<file path="src/common/ppg_pkg.sv">
// ppg_pkg: constants for the printer port and general i/o block
// assumes a byte-wide register port and one 125 MHz clock
package ppg_pkg;
	// ==========================================
	// register offsets
	localparam logic [7:0] GIO_OFF      = 8'h17;
	localparam logic [7:0] PPC_OFF      = 8'h1a;
	localparam logic [7:0] STAT_OFF     = 8'h1b;
	localparam logic [7:0] IMASK_OFF    = 8'h1c;
	localparam logic [7:0] PDATA_OFF    = 8'h1d;
	// ==========================================
	// general_io_bits fields
	localparam int GIO_OUT0_BIT  = 0;
	localparam int GIO_IN0_BIT   = 4;
	localparam int GIO_IN1_BIT   = 5;
	localparam int GIO_IN2_BIT   = 6;
	// ==========================================
	// printer_port_control fields
	localparam int PPC_DRIVE_BIT = 0;
	localparam int PPC_DATA_LATCH_PULSE_N_BIT  = 1;
	localparam int PPC_LF_BIT    = 2;
	localparam int PPC_INIT_BIT  = 3;
	localparam int PPC_SEL_BIT   = 4;
	localparam int PPC_MODE_BIT  = 5;
	// ==========================================
	// status / interrupt fields
	localparam int ST_ACK_BIT    = 0;
	localparam int ST_FAULT_BIT  = 1;
	localparam int ST_PAPER_BIT  = 2;
	localparam int ST_BUSY_BIT   = 3;
	localparam int ST_ONLINE_BIT = 4;
	localparam int ST_DATA_LATCH_PULSE_N_BIT   = 5;
	localparam int ST_WIDTH      = 6;
	// ==========================================
	// reset values
	localparam logic [7:0] PPC_RESET    = 8'h00;
	localparam logic [5:0] MASK_RESET   = 6'h00;
	localparam logic       GOUT_RESET   = 1'b1;
	// ==========================================
	// timing
	localparam int CLK_MHZ       = 125;
	localparam int DATA_LATCH_PULSE_N_NS       = 1000;
	localparam int DATA_LATCH_PULSE_N_CYC      = (DATA_LATCH_PULSE_N_NS * CLK_MHZ + 999) / 1000;
	localparam int SYNC_STAGES   = 2;
endpackage

</file>
<file path="src/rtl/ppg_top.sv">
// ppg_top: printer parallel port and general i/o pins
// assumes synchronous register port, one clock, sync active-low reset
//
// What this block does
// - data lines input at reset; direction bit
// - eight bidirectional data lines, 7:5 and 4:0
// - select output low selects printer
// - init output low initialises printer
// - line-advance output low requests auto feed
// - low pulse on strobe latches data
// - general input two read at bit 6
// - mii mode: general input one at bit 5
// - printer mode: input one pin is paper-out
// - mii mode: general input zero at bit 4
// - printer mode: input zero pin is online
// - general output resets 1, drives inverted bit
//
// The strobed register port was decided locally.
`timescale 1ns/1ps
`default_nettype none
module ppg_top
	import ppg_pkg::*;
#(
	parameter int DATA_LATCH_PULSE_N_LEN = DATA_LATCH_PULSE_N_CYC
) (
	// clock and reset
	input  wire logic       clk_in,
	input  wire logic       rst_n_in,
	// register port
	input  wire logic [7:0] addr_in,
	input  wire logic [7:0] wdata_in,
	input  wire logic       wr_in,
	input  wire logic       rd_in,
	output logic      [7:0] rdata_out,
	output logic            irq_out,
	// parallel data lines
	input  wire logic [7:0] parallel_lines_in,
	output logic      [7:0] parallel_lines_out,
	output logic      [7:0] parallel_lines_oe_out,
	// printer status
	input  wire logic       busy_in,
	input  wire logic       ack_n_in,
	input  wire logic       fault_n_in,
	// general inputs, one and zero shared
	input  wire logic       general_in_two_rate_in,
	input  wire logic       general_in_one_duplex_in,
	input  wire logic       general_in_zero_link_in,
	// printer controls
	output logic            printer_choose_n_out,
	output logic            init_n_out,
	output logic            line_advance_n_out,
	output logic            data_latch_pulse_n_out,
	// general output
	output logic            general_out_zero_out
);
	typedef struct packed {
		logic [7:0]          ctrl;
		logic [7:0]          pdata;
		logic                gout;
		logic [ST_WIDTH-1:0] stat;
		logic [ST_WIDTH-1:0] mask;
		logic                ack_d;
		logic                fault_d;
		logic                paper_d;
		logic                busy_d;
		logic                online_d;
		logic [7:0]          rdata;
	} ppg_top_s;

	ppg_top_s st_r;
	ppg_top_s st_nxt;

	logic [7:0] din_s;
	logic [5:0] pins_s;
	logic       busy_s;
	logic       ack_n_s;
	logic       fault_n_s;
	logic       gin2_s;
	logic       gin1_s;
	logic       gin0_s;
	logic       data_latch_pulse_n_start;
	logic       data_latch_pulse_n_done;
	logic       data_latch_pulse_n_n;
	logic       mode_printer;
	logic       paper_out;
	logic       printer_online;
	logic [ST_WIDTH-1:0] ev;
	logic [ST_WIDTH-1:0] clr;

	// ==========================================
	// input synchronisers
	ppg_sync #(.W(8)) u_sync_data (
		.clk_in     (clk_in),
		.rst_n_in   (rst_n_in),
		.d_in       (parallel_lines_in),
		.rst_val_in (8'h00),
		.q_out      (din_s)
	);
	ppg_sync #(.W(6)) u_sync_pins (
		.clk_in     (clk_in),
		.rst_n_in   (rst_n_in),
		.d_in       ({busy_in, ack_n_in, fault_n_in, general_in_two_rate_in,
		              general_in_one_duplex_in, general_in_zero_link_in}),
		.rst_val_in (6'h18),
		.q_out      (pins_s)
	);
	assign busy_s    = pins_s[5];
	assign ack_n_s   = pins_s[4];
	assign fault_n_s = pins_s[3];
	assign gin2_s    = pins_s[2];
	assign gin1_s    = pins_s[1];
	assign gin0_s    = pins_s[0];

	// ==========================================
	// pin sharing
	assign mode_printer   = st_r.ctrl[PPC_MODE_BIT];
	assign paper_out      = mode_printer & gin1_s;
	assign printer_online = mode_printer & gin0_s;

	// ==========================================
	// data strobe
	assign data_latch_pulse_n_start = wr_in && (addr_in == PPC_OFF) && wdata_in[PPC_DATA_LATCH_PULSE_N_BIT];
	ppg_strobe #(.LEN(DATA_LATCH_PULSE_N_LEN)) u_strobe (
		.clk_in       (clk_in),
		.rst_n_in     (rst_n_in),
		.start_in     (data_latch_pulse_n_start),
		.strobe_n_out (data_latch_pulse_n_n),
		.done_out     (data_latch_pulse_n_done)
	);

	// ==========================================
	// events
	always_comb begin
		ev                = '0;
		ev[ST_ACK_BIT]    = st_r.ack_d & ~ack_n_s;
		ev[ST_FAULT_BIT]  = st_r.fault_d & ~fault_n_s;
		ev[ST_PAPER_BIT]  = ~st_r.paper_d & paper_out;
		ev[ST_BUSY_BIT]   = st_r.busy_d & ~busy_s;
		ev[ST_ONLINE_BIT] = ~st_r.online_d & printer_online;
		ev[ST_DATA_LATCH_PULSE_N_BIT]   = data_latch_pulse_n_done;
		clr               = '0;
		if (wr_in && addr_in == STAT_OFF) begin
			clr = wdata_in[ST_WIDTH-1:0];
		end
	end

	// ==========================================
	// register state
	always_comb begin
		st_nxt          = st_r;
		st_nxt.ack_d    = ack_n_s;
		st_nxt.fault_d  = fault_n_s;
		st_nxt.paper_d  = paper_out;
		st_nxt.busy_d   = busy_s;
		st_nxt.online_d = printer_online;
		st_nxt.stat     = (st_r.stat & ~clr) | ev;
		if (wr_in) begin
			unique case (addr_in)
				GIO_OFF:   st_nxt.gout  = ~wdata_in[GIO_OUT0_BIT];
				PPC_OFF: begin
					st_nxt.ctrl               = wdata_in;
					st_nxt.ctrl[PPC_DATA_LATCH_PULSE_N_BIT] = 1'b0;
				end
				IMASK_OFF: st_nxt.mask  = wdata_in[ST_WIDTH-1:0];
				PDATA_OFF: st_nxt.pdata = wdata_in;
				default:   st_nxt.gout  = st_r.gout;
			endcase
		end
		st_nxt.rdata = 8'h00;
		if (rd_in) begin
			unique case (addr_in)
				GIO_OFF: begin
					st_nxt.rdata[GIO_IN2_BIT] = gin2_s;
					st_nxt.rdata[GIO_IN1_BIT] = ~mode_printer & gin1_s;
					st_nxt.rdata[GIO_IN0_BIT] = ~mode_printer & gin0_s;
				end
				PPC_OFF: begin
					st_nxt.rdata                = st_r.ctrl;
					st_nxt.rdata[PPC_DATA_LATCH_PULSE_N_BIT]  = ~data_latch_pulse_n_n;
				end
				STAT_OFF:  st_nxt.rdata = {2'b00, st_r.stat};
				IMASK_OFF: st_nxt.rdata = {2'b00, st_r.mask};
				PDATA_OFF: begin
					st_nxt.rdata = st_r.ctrl[PPC_DRIVE_BIT] ? st_r.pdata : din_s;
				end
				default:   st_nxt.rdata = 8'h00;
			endcase
		end
	end

	always_ff @(posedge clk_in) begin
		if (!rst_n_in) begin
			st_r          <= '0;
			st_r.ctrl     <= PPC_RESET;
			st_r.mask     <= MASK_RESET;
			st_r.gout     <= GOUT_RESET;
			st_r.ack_d    <= 1'b1;
			st_r.fault_d  <= 1'b1;
		end else begin
			st_r <= st_nxt;
		end
	end

	// ==========================================
	// outputs
	assign rdata_out              = st_r.rdata;
	assign irq_out                = |(st_r.stat & st_r.mask);
	assign parallel_lines_out     = st_r.pdata;
	assign parallel_lines_oe_out  = {8{st_r.ctrl[PPC_DRIVE_BIT]}};
	assign printer_choose_n_out   = ~st_r.ctrl[PPC_SEL_BIT];
	assign init_n_out             = ~st_r.ctrl[PPC_INIT_BIT];
	assign line_advance_n_out     = ~st_r.ctrl[PPC_LF_BIT];
	assign data_latch_pulse_n_out = data_latch_pulse_n_n;
	assign general_out_zero_out   = st_r.gout;
endmodule
`default_nettype wire

</file>
<file path="src/rtl/ppg_sync.sv">
// ppg_sync: two-stage synchroniser for a group of levels
// assumes inputs asynchronous to clk_in
`timescale 1ns/1ps
`default_nettype none
module ppg_sync #(
	parameter int W = 1
) (
	// clock and reset
	input  wire logic         clk_in,
	input  wire logic         rst_n_in,
	// levels
	input  wire logic [W-1:0] d_in,
	input  wire logic [W-1:0] rst_val_in,
	output logic      [W-1:0] q_out
);
	logic [W-1:0] meta_r;
	logic [W-1:0] q_r;
	// ==========================================
	// two flops, first read only by second
	always_ff @(posedge clk_in) begin
		if (!rst_n_in) begin
			meta_r <= rst_val_in;
			q_r    <= rst_val_in;
		end else begin
			meta_r <= d_in;
			q_r    <= meta_r;
		end
	end
	assign q_out = q_r;
endmodule
`default_nettype wire

</file>
<file path="src/rtl/ppg_strobe.sv">
// ppg_strobe: low-going strobe pulse of fixed length
// assumes a one-cycle start request
`timescale 1ns/1ps
`default_nettype none
module ppg_strobe
	import ppg_pkg::*;
#(
	parameter int LEN = DATA_LATCH_PULSE_N_CYC
) (
	// clock and reset
	input  wire logic clk_in,
	input  wire logic rst_n_in,
	// control
	input  wire logic start_in,
	output logic      strobe_n_out,
	output logic      done_out
);
	typedef struct packed {
		logic [15:0] cnt;
		logic        act;
		logic        done;
	} ppg_data_latch_pulse_n_s;
	ppg_data_latch_pulse_n_s st_r;
	ppg_data_latch_pulse_n_s st_nxt;
	// ==========================================
	// pulse counter
	always_comb begin
		st_nxt      = st_r;
		st_nxt.done = 1'b0;
		if (st_r.act) begin
			if (st_r.cnt == 16'(LEN - 1)) begin
				st_nxt.act  = 1'b0;
				st_nxt.done = 1'b1;
			end else begin
				st_nxt.cnt = st_r.cnt + 16'h0001;
			end
		end else if (start_in) begin
			st_nxt.act = 1'b1;
			st_nxt.cnt = 16'h0000;
		end
	end
	always_ff @(posedge clk_in) begin
		if (!rst_n_in) begin
			st_r <= '0;
		end else begin
			st_r <= st_nxt;
		end
	end
	assign strobe_n_out = ~st_r.act;
	assign done_out     = st_r.done;
endmodule
`default_nettype wire

</file>
<file path="config.mk">
export PLATFORM = sky130hd
export DESIGN_NAME = ppg_top
export DESIGN_NICKNAME = d
export VERILOG_FILES = /design/src/common/ppg_pkg.sv /design/src/rtl/ppg_top.sv /design/src/rtl/ppg_sync.sv /design/src/rtl/ppg_strobe.sv
export SDC_FILE = /design/constraint.sdc
export NUM_CORES = 1
export LEC_CHECK = 0
export BUFFER_PORTS_ARGS = -buffer_cell sky130_fd_sc_hd__buf_2
export CAP_MARGIN = 15
export CORE_MARGIN = 8
export CORE_UTILIZATION = 50
export CTS_CLUSTER_DIAMETER = 120
export CTS_CLUSTER_SIZE = 10
export DETAILED_ROUTE_END_ITERATION = 8
export HOLD_SLACK_MARGIN = 0.06
export PLACE_DENSITY = 0.72
export SLEW_MARGIN = 0
export SYNTH_ARGS = -nofsm -noshare
export SYNTH_HDL_FRONTEND = slang
export SYNTH_SLANG_ARGS = --single-unit
export TNS_END_PERCENT = 100
</file>
<file path="constraint.sdc">
create_clock -name clk_in -period 2.99 [get_ports clk_in]
set_input_delay 0.598 -clock clk_in [delete_from_list [all_inputs] [get_ports clk_in]]
set_output_delay 0.598 -clock clk_in [all_outputs]
set_load 0.005 [all_outputs]
</file>
* Word level (Yosys, flattened, before mapping)
Cells that the tools add are included.
** Storage, ports and cells
- Register bits after elaboration :: 87
- Output and inout port bits :: 30
- Word-level logic and storage cells :: 71
** Operators by class
- Bitwise logic cells :: 24
- Equality and inequality tests :: 7
- Multiplexer cells :: 9
- Reductions and logical operators :: 12
- Add/subtract/negate cells :: 1
** Operator list (number)
- $eq A8 B5 Y1 const B :: 5
- $mux W17 :: 2
- $add A16 B1 Y16 const B :: 1
- $eq A16 B7 Y1 const B :: 1
- $mux W16 :: 1
- $pmux W4 S4 :: 1
- $pmux W3 S5 :: 1
- $reduce_and A2 Y1 :: 7
- $and A6 B6 Y6 :: 2
- $not A1 Y1 :: 11
- $and A1 B1 Y1 :: 9
- $mux W8 :: 1
- $mux W6 :: 1
- $not A6 Y6 :: 1
- $or A6 B6 Y6 :: 1
- $reduce_or A6 Y1 :: 1
- $logic_and A1 B1 Y1 :: 3
- $mux W2 :: 1
- $ne A2 B2 Y1 const B :: 1
- $pmux W1 S2 :: 1
- $reduce_bool A2 Y1 :: 1

* Longest topological paths before layout
- Depth in word-level cells :: 6
- Mapped depth :: 6

* Modules after synthesis
From an unflattened synthesis, not the netlist that was laid out.
** Unflattened totals
- Cell total of the unflattened synthesis :: 413
- Area total of the unflattened synthesis :: 4001.3 µm²
** Modules (own cells, without submodules)
- ppg_top :: area each 2009.4 µm², cells each 235, seq. area each 820.8 µm², times used 1
- ppg_strobe :: area each 998.5 µm², cells each 119, seq. area each 360.3 µm², times used 1
- ppg_sync at u_sync_data :: area each 569.3 µm², cells each 34, seq. area each 320.3 µm², times used 1
- ppg_sync at u_sync_pins :: area each 424.2 µm², cells each 25, seq. area each 240.2 µm², times used 1

* Worst setup path after synthesis
No wires, ideal clock.
- Path kind :: input-to-reg
- From :: in addr_in[5]
- To :: reg u_strobe.st_r[11] (netlist bit)
- Required time :: 2.870 ns
- Setup slack :: 0.834 ns
- Path buffers :: 1
- Arrival time :: 2.037 ns
- Cell stages on the path :: 5
- Path through :: nor4b_1 > and3_1 > buf_2 > a211oi_1 > o31a_1
** On the way
- Word-level cells in the longest chain between the ends :: 5
** Ends and longest elaborated chain
- start, declared :: RTL line ppg_top.sv:30 : input wire logic [7:0] addr_in,
- $eq A8 B5 Y1 :: RTL line ppg_top.sv:122 : assign data_latch_pulse_n_start = wr_in && (addr_in == PPC_OFF) && wdata_in[PPC_DATA_LATCH_PULSE_N_BIT];
- $logic_and A1 B1 Y1 (2 in series) :: RTL line ppg_top.sv:122
- $reduce_bool A2 Y1 (no line)
- $reduce_and A2 Y1 (no line)
- end signal, assigned :: RTL line ppg_strobe.sv:46 : st_r <= st_nxt;
- end, declared :: RTL line ppg_strobe.sv:23 : ppg_data_latch_pulse_n_s st_r;
No other way between the ends.
A chain may end at the register's enable or synchronous reset.

* Worst setup path after layout
- From :: reg u_strobe.st_r[2] (netlist bit)
- To :: reg u_strobe.st_r[13] (netlist bit)
** On the way
- Word-level cells in the longest chain between the ends :: 3
** Ends and longest elaborated chain (RTL line)
- $add A16 B1 Y16 / $eq A16 B7 Y1 (equally long branches) :: ppg_strobe.sv:35, ppg_strobe.sv:31
- $mux W16 / $ne A2 B2 Y1 (equally long branches)
- $mux W17 / $reduce_and A2 Y1 (equally long branches)
Parallel ways exist; a longest one is shown, timed or not. The select of a mux whose other input is x is not followed.

==> impl_metrics.json <==
{
  "outcome": "finished clean",
  "peakVddDrop_mv": 0.291,
  "netlist_instances": 386,
  "cp-start-kind": "flop",
  "synthFlopType": "dfxtp_1",
  "r2r_end": "u_strobe.st_r[13]$_SDFFE_PN0P_",
  "clk_path_buf_depth": 2,
  "ys_warn_count": 0,
  "gp_congestion": 0.868,
  "synthMuxAreaShare_pct": 7.69,
  "r2r-start": "u_strobe.st_r[2]$_SDFFE_PN0P_",
  "ys_top_cells_by_count": "dfxtp_1, nor2_1, and2_1",
  "clkSinkCount": 87,
  "antenna_found_initial": 0,
  "synth_fa_ha_area_share_pct": 0.671,
  "vias_per_cell": 5.52,
  "tightest_slew_ns": 0.698,
  "portBuffers": 63,
  "final_net_count": 461,
  "wl_per_cell_um": 15.9,
  "cts_root_buffer": "clkbuf_8",
  "ctsHtreeMaxLevel": 3,
  "hold_path_end": "u_sync_pins.q_out[4]$_SDFF_PN1_",
  "dpl.hpwl_mm": 5.98,
  "synth_sequential_area_ratio_pct": 46.7,
  "clkLatencyLatePin_ns": 0.35,
  "track_usage_pct": 16.5,
  "grt_pass1_wl_mm": 13.6,
  "synthArstFlopShare_pct": 0,
  "crit_path_end_kind": "flop",
  "routed_wl_mm": 8.42,
  "drc_errors": 0,
  "synth.area.top_cells": "dfxtp_1, mux2i_1, buf_4, and2_1, nor2_1",
  "crit_path_max_fanout": 8,
  "die_width_um": 102,
  "setup_viol": 0,
  "crit_family": "simple AND/OR/NAND/NOR gates",
  "final.min_clock_period_ns": 2.23,
  "layout.cells.non_filler": 529,
  "worst_slack_ns": 0.756,
  "n_antenna_cell": 0,
  "synthesis.nets": 422,
  "critPathArrivalTime_ns": 2.53,
  "clock_skew_ns": 0.0114,
  "p_leak_nw": 1.63,
  "min_path_cells": 1,
  "clk_pin_slew_ns": 0.09,
  "yosys.area_share.simple_pct": 20.9,
  "ant_nets": 0,
  "fin_tns_setup_ns": 0,
  "tritoncts": "built",
  "drt_pass1_iterations": 5,
  "synth_xor_area_share_pct": 0.235,
  "crit_type": "flop to flop",
  "drtIter0Drc": 171,
  "overflow": 0,
  "ys_seq_elements": 87,
  "p_per_area_nw_per_um2": 498,
  "ff2ff_path_depth": 6,
  "max-slew-margin-rel_pct": 53.4,
  "cpMaxStageDelayCell": "o41a_1",
  "crit_required_ns": 3.29,
  "crit_buf_inv": 1,
  "die_y_um": 102,
  "maxCapViolCount": 0,
  "synth-compound-area-share_pct": 15.7,
  "start_util_pct": 51.4,
  "rsz0062_at_grt": "no",
  "die_area_um2": 10500,
  "rrSetupSlack_ns": 0.76,
  "clock.fmax_mhz": 448,
  "cpPeakStageDelay_ns": 0.56,
  "vias": 2920,
  "min_path_type": "flop to flop",
  "synth_cell_type_count": 62,
  "syn_area_um2": 3730,
  "ios": 64,
  "synth_top_area_share_pct": 46.7,
  "area_growth_syn_to_layout_pct": 11.4,
  "synth_top_family_by_area": "simple AND/OR/NAND/NOR gates",
  "grt_max_degree": 28,
  "first_global_vias": 2785,
  "ctsHoldBuffers": 0,
  "syn_area_per_cell_um2": 9.66,
  "drive_above_1_share_pct": 24.0,
  "synth_top_area_cell": "dfxtp_1",
  "fin_util_pct": 57.3,
  "core_um2": 7250,
  "crit_chain": "inv_1 -> ha_1 -> or4b_4 -> o41a_1 -> nor2_1 -> a22o_1",
  "std_cell_rows": 31,
  "hold_violations": 0,
  "postCtsSetupBuffers": 0,
  "dp.cells": 513,
  "post-synth-top-count-cell": "dfxtp_1",
  "synth_edf_count": 0,
  "ctsResizeCount": 0,
  "drv_slew": 0,
  "fin_hold_ws_ns": 0.417,
  "numCtsBuffers": 9,
  "hold_start": "u_sync_pins.meta_r[4]$_SDFF_PN1_",
  "place_worst_setup_slack_ns": 0.536,
  "fin_crit_sh_pct": 74.7
}
routing by layer:
metal	vias to the layer above	wire length, um	global-route usage, %
met5	-	0	0
met4	0	48	6.66
met3	8	713	4.09
met2	117	3830	24.8
met1	1369	3830	21.9
li1	1426	-	-
final cells by class:
class / count / area, um^2
clock buffers: 10 / 138
fillers: 638 / 3100
repair buffers: 69 / 360
inverters: 15 / 56.3
well taps: 99 / 124
clock inverters: 6 / 50.0
flip-flops and latches: 87 / 1740
multi-input cells: 243 / 1680
cells by family after synthesis:
group,count (synthesis)
AO/OA/AOI/OAI,79
XOR/XNOR,1
adder cells (fa/ha/maj),2
buffers and inverters,56
flip-flops,87
multiplexers,28
AND/OR/NAND/NOR,133
where the power goes:
| group | internal (mW) | switching (mW) | leakage [nW] |
|---|---|---|---|
| sequential | 1.18 | 0.00686 | 0.708 |
| combinational | 0.0459 | 0.0607 | 0.825 |
| clock | 0.337 | 0.438 | 0.0952 |
cell usage in the layout (no fill, tap or decap), types with 3 or more instances in the layout:
cell	instances
o21ai_0	7
and2_1	28
nand2b_1	11
mux2i_1	23
and4_1	3
nor2b_1	3
a21oi_1	16
inv_1	15
a31oi_1	7
buf_4	6
nor2_1	29
nor4_1	7
dfxtp_1	87
a211oi_1	4
a21bo_2	3
a22oi_1	8
mux2_2	5
nand3_1	9
or3_1	5
nand2_1	15
buf_2	63
nor3_1	3
a211o_1	5
and3_1	5
clkbuf_8	10
a221oi_1	5
registers in the layout, indices dropped and copies added, names as in the netlist:
register and count:
u_strobe.st_r 17, mode_printer 1, u_sync_pins.meta_r 6, rdata_out 8, u_sync_pins.q_out 6, u_sync_data.meta_r 8, parallel_lines_oe_out 1, st_r 22
general_out_zero_out 1, u_sync_data.q_out 8, parallel_lines_out 8, u_strobe.done_out 1
worst max-delay path by stage:
stage                                          to  cells after the start  slack, ns                     startpoint
6_report           u_strobe.st_r[13]$_SDFFE_PN0P_                      6       0.76  u_strobe.st_r[2]$_SDFFE_PN0P_
5_1_grt            u_strobe.st_r[13]$_SDFFE_PN0P_                      6       0.60  u_strobe.st_r[2]$_SDFFE_PN0P_
4_1_cts            u_strobe.st_r[15]$_SDFFE_PN0P_                      6       0.77  u_strobe.st_r[2]$_SDFFE_PN0P_
3_5_place_dp                st_r[13]$_SDFFE_PN0P_                      5       0.54                     addr_in[5]
3_3_place_gp   parallel_lines_out[1]$_SDFFE_PN0P_                      5       0.59                     addr_in[5]
2_1_floorplan      u_strobe.st_r[11]$_SDFFE_PN0P_                      5       0.83                     addr_in[5]
through the flow:
step / area [um^2] / total power [mW]
after floorplan: 3730 / 1.27
after global placement: 3970 / 1.32
after detailed placement: 3970 / 1.32
after CTS: 4150 / 2.09
after global routing: 4150 / 2.15
final: 4150 / 2.07
worst register-to-register path: stages (launching register included):
cell,delay [ns]
dfxtp_1,0.35
inv_1,0.10
ha_1,0.16
or4b_4,0.47
o41a_1,0.56
nor2_1,0.36
a22o_1,0.20
No activity file was read; power rests on OpenSTA's default activity.
